--- src/verilog/irq_unit_pkg.sv ---
// Package for the timer overflow interrupt unit
package irq_unit_pkg;
    localparam int PC_W = 11;
    localparam logic [PC_W-1:0] TIMER_VECTOR = 11'h008;
    localparam int CTRL_W = 8;
    localparam int BIT_GLOBAL_EN = 0;
    localparam int BIT_TIMER_EN = 2;
    localparam int BIT_TIMER_FLAG = 5;
    localparam logic [CTRL_W-1:0] CTRL_RESET = 8'h00;
    localparam logic [CTRL_W-1:0] CTRL_USED_MASK = 8'h25;

    // Sequencer view of the unit
    typedef struct packed {
        logic instr_boundary;
        logic stack_full;
        logic [PC_W-1:0] next_pc;
        logic reti;
    } seq_in_s;

    typedef struct packed {
        logic push;
        logic [PC_W-1:0] push_pc;
        logic load_pc;
        logic [PC_W-1:0] load_addr;
    } seq_out_s;

    typedef enum logic [1:0] {
        ST_RUN = 2'b01,
        ST_CALL = 2'b10
    } irq_state_e;
endpackage

--- src/verilog/timer_overflow_interrupt_unit.sv ---
// Timer overflow interrupt unit with control register and vectored call
// Notes on behaviour
// - One control register holds enables and flag
// - Timer overflow sets the request flag
// - Global enable cleared blocks every interrupt
// - Call 08H needs enables, flag, stack room
// - Push next PC, load vector, fetch
// - Service clears flag and global enable
// - Blocked requests stay latched for later
// - Full stack withholds acknowledge until pop
// - Flag holds until serviced or software clears
// - Return pops saved PC and resumes
// - Only PC is saved on entry
// - Writing 05h sets global and timer enables
// - Reset clears enables and request flag
`timescale 1ns/1ps
module timer_overflow_interrupt_unit
(
    input wire logic mclk,
    input wire logic srst,
    input wire logic clk_en,
    input wire logic timer_overflow,
    input wire logic ctrl_wr,
    input wire logic [irq_unit_pkg::CTRL_W-1:0] ctrl_wdata,
    output logic [irq_unit_pkg::CTRL_W-1:0] ctrl_rdata,
    input wire irq_unit_pkg::seq_in_s seq_in,
    output irq_unit_pkg::seq_out_s seq_out,
    output logic irq_pending
);
    logic [irq_unit_pkg::CTRL_W-1:0] ctrl_r;
    logic [irq_unit_pkg::CTRL_W-1:0] ctrl_nxt;
    irq_unit_pkg::irq_state_e state_r;
    logic accept;
    logic [irq_unit_pkg::PC_W-1:0] saved_pc_r;

    function automatic logic ready_to_take(input logic [irq_unit_pkg::CTRL_W-1:0] c);
        return c[irq_unit_pkg::BIT_GLOBAL_EN] & c[irq_unit_pkg::BIT_TIMER_EN]
            & c[irq_unit_pkg::BIT_TIMER_FLAG];
    endfunction

    // Sequencer owns return-stack pop and PC restore; context save is software's job
    assign irq_pending = ready_to_take(ctrl_r);
    assign accept = irq_pending & ~seq_in.stack_full & seq_in.instr_boundary
        & (state_r == irq_unit_pkg::ST_RUN);

    always_comb
    begin
        ctrl_nxt = ctrl_r;
        if (ctrl_wr)
        begin
            ctrl_nxt = ctrl_wdata & irq_unit_pkg::CTRL_USED_MASK;
        end
        if (accept)
        begin
            ctrl_nxt[irq_unit_pkg::BIT_TIMER_FLAG] = 1'b0;
            ctrl_nxt[irq_unit_pkg::BIT_GLOBAL_EN] = 1'b0;
        end
        // Overflow wins over any clear in the same cycle
        if (timer_overflow)
        begin
            ctrl_nxt[irq_unit_pkg::BIT_TIMER_FLAG] = 1'b1;
        end
    end

    always_ff @(posedge mclk)
    begin
        if (srst)
        begin
            ctrl_r <= irq_unit_pkg::CTRL_RESET;
        end
        else if (clk_en)
        begin
            ctrl_r <= ctrl_nxt;
        end
    end

    always_ff @(posedge mclk)
    begin
        if (srst)
        begin
            state_r <= irq_unit_pkg::ST_RUN;
        end
        else if (clk_en)
        begin
            case (state_r)
                irq_unit_pkg::ST_RUN:
                begin
                    if (accept)
                    begin
                        state_r <= irq_unit_pkg::ST_CALL;
                    end
                end
                irq_unit_pkg::ST_CALL:
                begin
                    // One call cycle also keeps accepts at least two cycles apart
                    state_r <= irq_unit_pkg::ST_RUN;
                end
                default:
                begin
                    state_r <= irq_unit_pkg::ST_RUN;
                end
            endcase
        end
    end

    always_ff @(posedge mclk)
    begin
        if (srst)
        begin
            saved_pc_r <= '0;
        end
        else if (clk_en && accept)
        begin
            saved_pc_r <= seq_in.next_pc;
        end
    end

    // Push and load land together, one cycle after acceptance
    always_comb
    begin
        seq_out.push = (state_r == irq_unit_pkg::ST_CALL);
        seq_out.push_pc = saved_pc_r;
        seq_out.load_pc = (state_r == irq_unit_pkg::ST_CALL);
        seq_out.load_addr = irq_unit_pkg::TIMER_VECTOR;
    end

    assign ctrl_rdata = ctrl_r;
endmodule // timer_overflow_interrupt_unit

--- config.mk ---
export PLATFORM = sky130hd
export DESIGN_NAME = timer_overflow_interrupt_unit
export DESIGN_NICKNAME = d
export VERILOG_FILES = /design/src/verilog/irq_unit_pkg.sv /design/src/verilog/timer_overflow_interrupt_unit.sv
export SDC_FILE = /design/constraint.sdc
export NUM_CORES = 1
export LEC_CHECK = 0
export BUFFER_PORTS_ARGS = -buffer_cell sky130_fd_sc_hd__buf_2
export CORE_MARGIN = 4
export CORE_UTILIZATION = 35
export CTS_CLUSTER_DIAMETER = 200
export DETAILED_ROUTE_END_ITERATION = 6
export PLACE_DENSITY_LB_ADDON = 0.15
export SLEW_MARGIN = 40
export SYNTH_ARGS = -nofsm -noshare
export SYNTH_HDL_FRONTEND = slang
export SYNTH_SLANG_ARGS = --single-unit
--- constraint.sdc ---
create_clock -name mclk -period 2.84 [get_ports mclk]
set_input_delay 0.142 -clock mclk [delete_from_list [all_inputs] [get_ports mclk]]
set_output_delay 0.142 -clock mclk [all_outputs]
set_load 0.1 [all_outputs]
* Word-level counts from Yosys, hierarchy flattened *
Cells that the tools add are included.

word-level totals
  bits in registers = 16
  output and inout bits = 33
  logic and storage cells = 27

operators by class
  eq/ne operators = 3
  reduce and logical (&&, ||, !) cells = 7
  multiplexer cells = 6
  bitwise logic cells = 6

operators with widths
  cell                                           number
  AND reduction 2 bit                            4
  two-way mux 6 bit                              1
  AND 1 bit                                      5
  two-way mux 2 bit                              2
  two-way mux 1 bit                              3
  nonzero test 3 bit                             1
  == test 2 x 1 -> 1 bit, second input constant  1
  == test 2 bit, second input constant           1
  != test 2 bit, second input constant           1
  nonzero test 2 bit                             1
  logical AND 1 bit                              1
  NOT 1 bit                                      1

* Longest topological paths before layout *
Gate-level depths: netlist (run 1).

  depth in word-level cells = 7
  mapped depth = 4
  mapped depth without buffers = 3

* Worst setup path after synthesis (run 1) *
OpenSTA, ideal clock, no wires.

  path type = reg2out
  start = register state_r[1]
  end = output seq_out[23] in the netlist's numbering
  cell stages (with the launch flop) = 3
  required time = 2.698 ns
  setup slack = 0.501 ns
  buffers on the path = 1
  arrival time = 2.197 ns
  cell sequence = dfxtp_1 -> nor2b_1 -> buf_4

RTL lines
  item                    line                                 RTL
  from (decl)             timer_overflow_interrupt_unit.sv:32  irq_unit_pkg::irq_state_e state_r;
  from (signal assigned)  timer_overflow_interrupt_unit.sv:81  state_r <= irq_unit_pkg::ST_RUN;
  from (signal assigned)  timer_overflow_interrupt_unit.sv:90  state_r <= irq_unit_pkg::ST_CALL;
  from (signal assigned)  timer_overflow_interrupt_unit.sv:96  state_r <= irq_unit_pkg::ST_RUN;
  to (decl)               timer_overflow_interrupt_unit.sv:27  output irq_unit_pkg::seq_out_s seq_out,

* Worst setup path in the final report (run 1) *
  start = register state_r[1]
  end = register saved_pc_r[5] in the netlist's numbering

between the ends
  longest elaborated chain between the ends = 3

ends and longest elaborated chain
  item                    line                                  RTL
  == test 2 x 1 -> 1 bit  timer_overflow_interrupt_unit.sv:44   & (state_r == irq_unit_pkg::ST_RUN);
  AND 1 bit               timer_overflow_interrupt_unit.sv:44
  logical AND 1 bit       timer_overflow_interrupt_unit.sv:112  else if (clk_en && accept)
  to (signal assigned)    timer_overflow_interrupt_unit.sv:114  saved_pc_r <= seq_in.next_pc;
  to (decl)               timer_overflow_interrupt_unit.sv:34   logic [irq_unit_pkg::PC_W-1:0] saved_pc_r;

No other way between the ends.
A chain may end at the register's enable or synchronous reset.

==> results of run 1 <==
==> cells in the mapped netlist (2+ instances only) <==
| cell | instances | share of area [%] |
|---|---|---|
| inv_1 | 3 | 1.3 |
| mux2i_1 | 11 | 13 |
| nand3_1 | 2 | 1.1 |
| conb_1 | 2 | 0.85 |
| nor2_1 | 2 | 0.85 |
| buf_4 | 17 | 14 |
| a21oi_1 | 2 | 1.1 |
| dfxtp_1 | 16 | 36 |
| nand2b_1 | 22 | 16 |
| clkbuf_1 | 2 | 0.85 |
| o22ai_1 | 2 | 1.4 |
==> flip-flops by register name, indices dropped and copies added (netlist names) <==
signal      count
state_r         2
ctrl_rdata      3
saved_pc_r     11
==> through the flow <==
stage	utilization (%)	power, mW
after global placement	43.7	0.387
after floorplan	-	0.384
after global routing	45.3	0.556
after detailed placement	43.7	0.387
final	45.3	0.525
after CTS	45.3	0.536
==> worst max path at each step <==
stage / to / slack, ns / cells after the start / from
after floorplan: seq_out[23] / 0.50 / 2 / state_r[1]$_SDFFE_PP0P_
after global placement: saved_pc_r[7]$_SDFFE_PP0P_ / 1.28 / 3 / state_r[1]$_SDFFE_PP0P_
after detailed placement: saved_pc_r[5]$_SDFFE_PP0P_ / 1.24 / 3 / state_r[1]$_SDFFE_PP0P_
after CTS: saved_pc_r[5]$_SDFFE_PP0P_ / 1.22 / 3 / state_r[1]$_SDFFE_PP0P_
after global routing: saved_pc_r[2]$_SDFFE_PP0P_ / 1.12 / 3 / ctrl_rdata[0]$_SDFFE_PP0P_
final: saved_pc_r[5]$_SDFFE_PP0P_ / 1.27 / 3 / state_r[1]$_SDFFE_PP0P_
==> cells in the final DEF, fill, tap and decap left out, drive strengths merged <==
master,synthesis,final
o22ai,2,2
conb,2,16
dfxtp,16,16
o21ba,1,1
nor3,1,1
buf,18,37
a311oi,1,1
nor2b,1,1
o21ai,1,1
clkbuf,2,4
nand2b,22,22
nand3,2,2
mux2i,11,11
o21bai,1,1
nand4bb,1,1
and3,1,1
a21boi,1,1
inv,4,4
and2b,1,1
nor2,2,2
nand2,1,1
a21oi,2,2
o21a,1,1
==> power by group <==
part,leakage [nW],total [mW],switching [mW],internal (mW)
clock,0.0210,0.143,0.0649,0.0779
sequential,0.129,0.229,0.00221,0.227
combinational,0.357,0.153,0.130,0.0232
==> kinds of logic (layout without fill, tap and decap cells) <==
logic type	count (synthesis)	in the layout	synth area share, %
compound gates	10	10	7.81
buf+inv	24	45	18.7
flops	16	16	36.4
mux	11	11	12.5
other cells	2	16	0.853
simple gates	32	32	23.7
==> worst reg2reg max path, stage by stage (launching register included) <==
cell	delay (ns)
dfxtp_1	0.32
nand4bb_1	0.27
nor3_4	0.63
mux2i_1	0.27
==> final cells by class <==
class | instances | area, um2
tap | 28 | 35.0
fill | 240 | 1260
clock buffer | 4 | 36.3
sequential | 16 | 320
multi-input combinational | 69 | 448
timing repair buffer | 37 | 185
inverter | 4 | 15.0
==> per-layer routing <==
metal  global-route usage (%)  vias to the layer above  routed length [um]
li1                         -                      347                   -
met1                     12.8                      282                 722
met2                     12.4                       33                 662
met3                     5.57                        0                 218
met4                     3.97                        0                   0
met5                        0                        -                   0
==> results by group, run 1 <==
Clock tree
  • Cts bufs inserted: 3
  • Worst-path clk slew: ~0.09 ns
  • Post-CTS Hold Fix Bufs: 0
  • Setup bufs post-CTS: 0
  • Clock root cell: clkbuf_4
  • CTS tree: built
  • Clock buffer depth: 2
  • CTS sink cnt: 16
  • CTS H-tree depth: 1
  • Skew-Pair Late Insertion Delay: between 0.2 and 0.3 ns
  • Post-CTS Resized: 0

Die
  • Starting Density: a little under two fifths
  • I/O pin count: 60
  • CORE AREA: between 2000 and 2500 um2
  • Num rows: 17
  • Die Span Y: 58.2 um
  • Die W: just under 60 um
  • Die ar.: between 3000 and 4000 um2

Timing
  • Final hold vios: 0
  • Peak Freq: 638 MHz
  • Final min period: around 1.6 ns
  • Slew at the pin closest to its max-slew limit: roughly 0.74 ns
  • Worst Hold Slack: about 0.12 ns
  • Pins Over Slew Limit: 0
  • RSZ-0062 raised after global routing: no
  • Setup TNS Final: 0 ns
  • Final Cycle Share: 55.2%
  • Relative slew margins: between 50% and 60%
  • # setup viols final: 0
  • Layout Skew: 0.00125 ns
  • Post-route worst setup slack: 1.27 ns

Synthesis
  • FFs w/ async S/R, synth: 0%
  • Synthesis-stage register bit count: 16
  • Area of the mapped netlist: a little under 900 um2
  • Post-synthesis sequential area ratio: a little over a third
  • Top_reg_cell synth: dfxtp_1
  • Mapped Cells: 95
  • Synth unique cells: 25
  • Number of synthesized flops with an enable pin: 0
  • YS warnings: 0
  • Post-synthesis area per instance: 9.27 um2

Drt
  • TritonRoute pass-1 iters: 4
  • Drc violations: 0
  • Via/cell ratio: 4.19
  • Via count: 662
  • Initial drt markers: 8
  • WL final: approximately 1600 um
  • Post-route ant nets: 0
  • Wire per inst: approximately 10 um

Worst setup path
  • R2r endpoint: saved_pc_r[5]$_SDFFE_PP0P_
  • Crit-path slowest cell: nor3_4
  • Worst setup EP type: flip-flop
  • Req. time, crit path: 3.04 ns
  • R2R cell count: 3
  • CP peak stage delay: 0.63 ns
  • Crit path cell chain: nand4bb_1 > nor3_4 > mux2i_1
  • CP Max Fanout: 13
  • WS Path Type: reg2reg
  • Crit path max-delay family: simple AND/OR/NAND/NOR gates
  • Type of origin of the critical path: flip-flop
  • Worst path arrival time: approximately 1.8 ns
  • FF-to-FF Start: state_r[1]$_SDFFE_PP0P_
  • WP buf/inv: 0
  • Reg-to-reg setup timing slack: about 1.3 ns

Power
  • Leakage: 0.507 nW
  • Peak supply drop: approximately 0.00026 V
  • P per Cell Area: a little over 500 nW/um2

Min path
  • Hold endpoint: saved_pc_r[3]$_SDFFE_PP0P_
  • Worst min-delay path startpoint: seq_in[4]
  • Hold depth: 3
  • Min-delay worst type: in2reg

Placement
  • Buffers on Ports: 37
  • Dpl ws: about 1.2 ns
  • GPL Wtd Cong: around 0.81
  • Post-DP HPWL: around 1200 um
  • Post-Place Cells: roughly 150
  • Area after DPL: about 1000 um2

GRT
  • Total GRT Usage: under 10%
  • Global-route wire length before repair: ~2500 um
  • Initial antenna violation count: 0
  • Largest net degree at the start of global routing: 28
  • Vias in the first global route: ~570
  • Overflow after GRT: 0

Cells and area
  • Diodes inserted: 0
  • Share of cells above drive strength 1: 35.4%
  • Final Cell Area: around 1000 um2
  • Area growth from synthesis to layout: 18.0%
  • Number of nets in the layout: approximately 160
  • Final non-filler cell total: approximately 160

Flow run
  • Max-capacitance violation count: 0

Status
  • Outcome: finished, final reports clean
(Power assumes the default switching activity.)
==> run 2: changes to the inputs <==
- clock period: 2.84 -> 1.3 ns (I/O delays scaled with it)
==> results by group, run 2 (same netlist as run 1, synthesis figures left out) <==
Timing
  • Final hold vios: 0
  • # setup viols final: 0
  • RSZ-0062 raised after global routing: no
  • Final min period: roughly 1.3 ns
  • Pins Over Slew Limit: 0
  • Final Cycle Share: 96.2%
  • Layout Skew: roughly 0.0023 ns
  • Peak Freq: approximately 800 MHz
  • Setup TNS Final: 0 ns

Cells and area
  • Number of nets in the layout: between 150 and 200
  • Commonest cells after routing, fill and taps aside: 34 x buf_2, 22 x nand2b_1, 16 x conb_1, 12 x dfxtp_1, 10 x mux2i_1
  • Area growth from synthesis to layout: 35.5%
  • Diodes inserted: 0
  • Most common cell after layout, fill and taps aside: buf_2
  • Number of flip-flops in the largest register: 11
  • # fillers: 220
  • Share of cells above drive strength 1: 43.6%
  • Biggest register: saved_pc_r

Drt
  • Via count: ~720
  • TritonRoute pass-1 iters: 4
  • WL final: about 1800 um
  • Post-route ant nets: 0
  • Wire per inst: about 11 um
  • Initial drt markers: 8
  • Drc violations: 0
  • Via/cell ratio: approximately 4.5

Status
  • Outcome: finished, final reports clean

GRT
  • Total GRT Usage: roughly a tenth
  • Initial antenna violation count: 0
  • Global-route wire length before repair: ~2700 um
  • Overflow after GRT: 0
  • Vias in the first global route: between 600 and 700
  • Largest net degree at the start of global routing: 28

Clock tree
  • Skew-Pair Late Insertion Delay: ~0.28 ns
  • CTS tree: built
  • Worst-path clk slew: roughly 0.09 ns
  • Clock root cell: clkbuf_4
  • Clock buffer depth: 2
  • CTS H-tree depth: 1
  • CTS sink cnt: 16
  • Cts bufs inserted: 3

Worst setup path
  • R2r endpoint: saved_pc_r[8]$_SDFFE_PP0P_
  • Worst path arrival time: 1.46 ns
  • CP Max Fanout: 7
  • R2R cell count: 4
  • Crit path to: saved_pc_r[8]$_SDFFE_PP0P_
  • FF-to-FF Start: ctrl_rdata[0]$_SDFFE_PP0P_
  • Worst setup startpoint: ctrl_rdata[0]$_SDFFE_PP0P_
  • Reg-to-reg setup timing slack: between 0.04 and 0.05 ns
  • Worst setup EP type: flip-flop
  • Req. time, crit path: about 1.5 ns
  • WS Path Type: reg2reg
  • Type of origin of the critical path: flip-flop

Placement
  • GPL Wtd Cong: ~0.80
  • Post-DP HPWL: between 1000 and 1500 um
  • Buffers on Ports: 37

Die
  • Num rows: 17
  • Starting Density: 38.3%
  • Die ar.: ~3400 um2
  • I/O pin count: 60
  • Die W: ~58 um
  • CORE AREA: around 2300 um2
  • Die Span Y: 58.2 um

Power
  • Leakage: roughly 0.53 nW
  • Tot Pwr: ~1.2 mW
  • Peak supply drop: around 0.00059 V
  • P per Cell Area: a little under 1000 nW/um2

Min path
  • Min-delay worst type: in2reg

Flow run
  • Max-capacitance violation count: 0
run 2: worst min-delay path by stage:
| stage | startpoint | end | slack, ns | depth (start not counted) |
|---|---|---|---|---|
| after global routing | seq_in[6] | saved_pc_r[5]$_SDFFE_PP0P_ | 0.03 | 3 |
| after global placement | ctrl_wdata[2] | ctrl_rdata[2]$_SDFFE_PP0P_ | 0.32 | 3 |
| after CTS | ctrl_wdata[2] | ctrl_rdata[2]$_SDFFE_PP0P_ | 0.02 | 3 |
| final | ctrl_wdata[2] | ctrl_rdata[2]$_SDFFE_PP0P_ | 0.03 | 3 |
| after floorplan | clk_en | ctrl_rdata[5]$_SDFFE_PP0P_ | 0.16 | 1 |
| after detailed placement | ctrl_wdata[2] | ctrl_rdata[2]$_SDFFE_PP0P_ | 0.33 | 3 |
run 2: timing repair:
action,CTS,global route
endpoints found under the setup margin,0,11
gates resized for setup,0,4
setup buffers,0,0
hold buffers,0,0
run 2: report_power, final:
part           internal [mW]  total (mW)  switching, mW
clock                  0.170       0.318          0.148
combinational         0.0542       0.342          0.287
sequential             0.494       0.502        0.00803
run 2: final cells by class:
cell class                 count  area (um2)  share of cell area (%)
multi-input combinational     69         488                    40.9
sequential                    16         333                    27.9
clock buffer                   4        36.3                    3.04
timing repair buffer          40         283                    23.7
tap                           28        35.0                    2.94
inverter                       4        18.8                    1.57
run 2: routing by layer:
layer | track usage, % | vias up | part of all wire (%)
met1 | 13.4 | 317 | 41
met2 | 15.2 | 45 | 44
met5 | 0 | - | 0
met3 | 3.12 | 2 | 14
li1 | - | 354 | -
met4 | 4.97 | 0 | 0.73
run 2: metrics by stage:
| step | cells | utilization [%] | hold slack [ns] | instance area (um2) | setup WS (ns) |
|---|---|---|---|---|---|
| 2_1_floorplan | 109 | - | 0.163 | 968 | -0.0982 |
| 3_3_place_gp | 156 | 48.4 | 0.322 | 1110 | 0.0627 |
| 3_5_place_dp | 156 | 48.4 | 0.331 | 1110 | 0.0328 |
| 4_1_cts | 160 | 49.9 | 0.0199 | 1150 | 0.00538 |
| 5_1_grt | 161 | 52.0 | 0.0259 | 1190 | 0.000668 |
| 6_report | 161 | 52.0 | 0.0311 | 1190 | 0.0490 |
run 2: critical path, cell delays in order (launching register included):
cell and delay, ns:
dfxtp_4 0.38, nand3_4 0.12, nor3_4 0.30, buf_12 0.17, mux2i_2 0.21
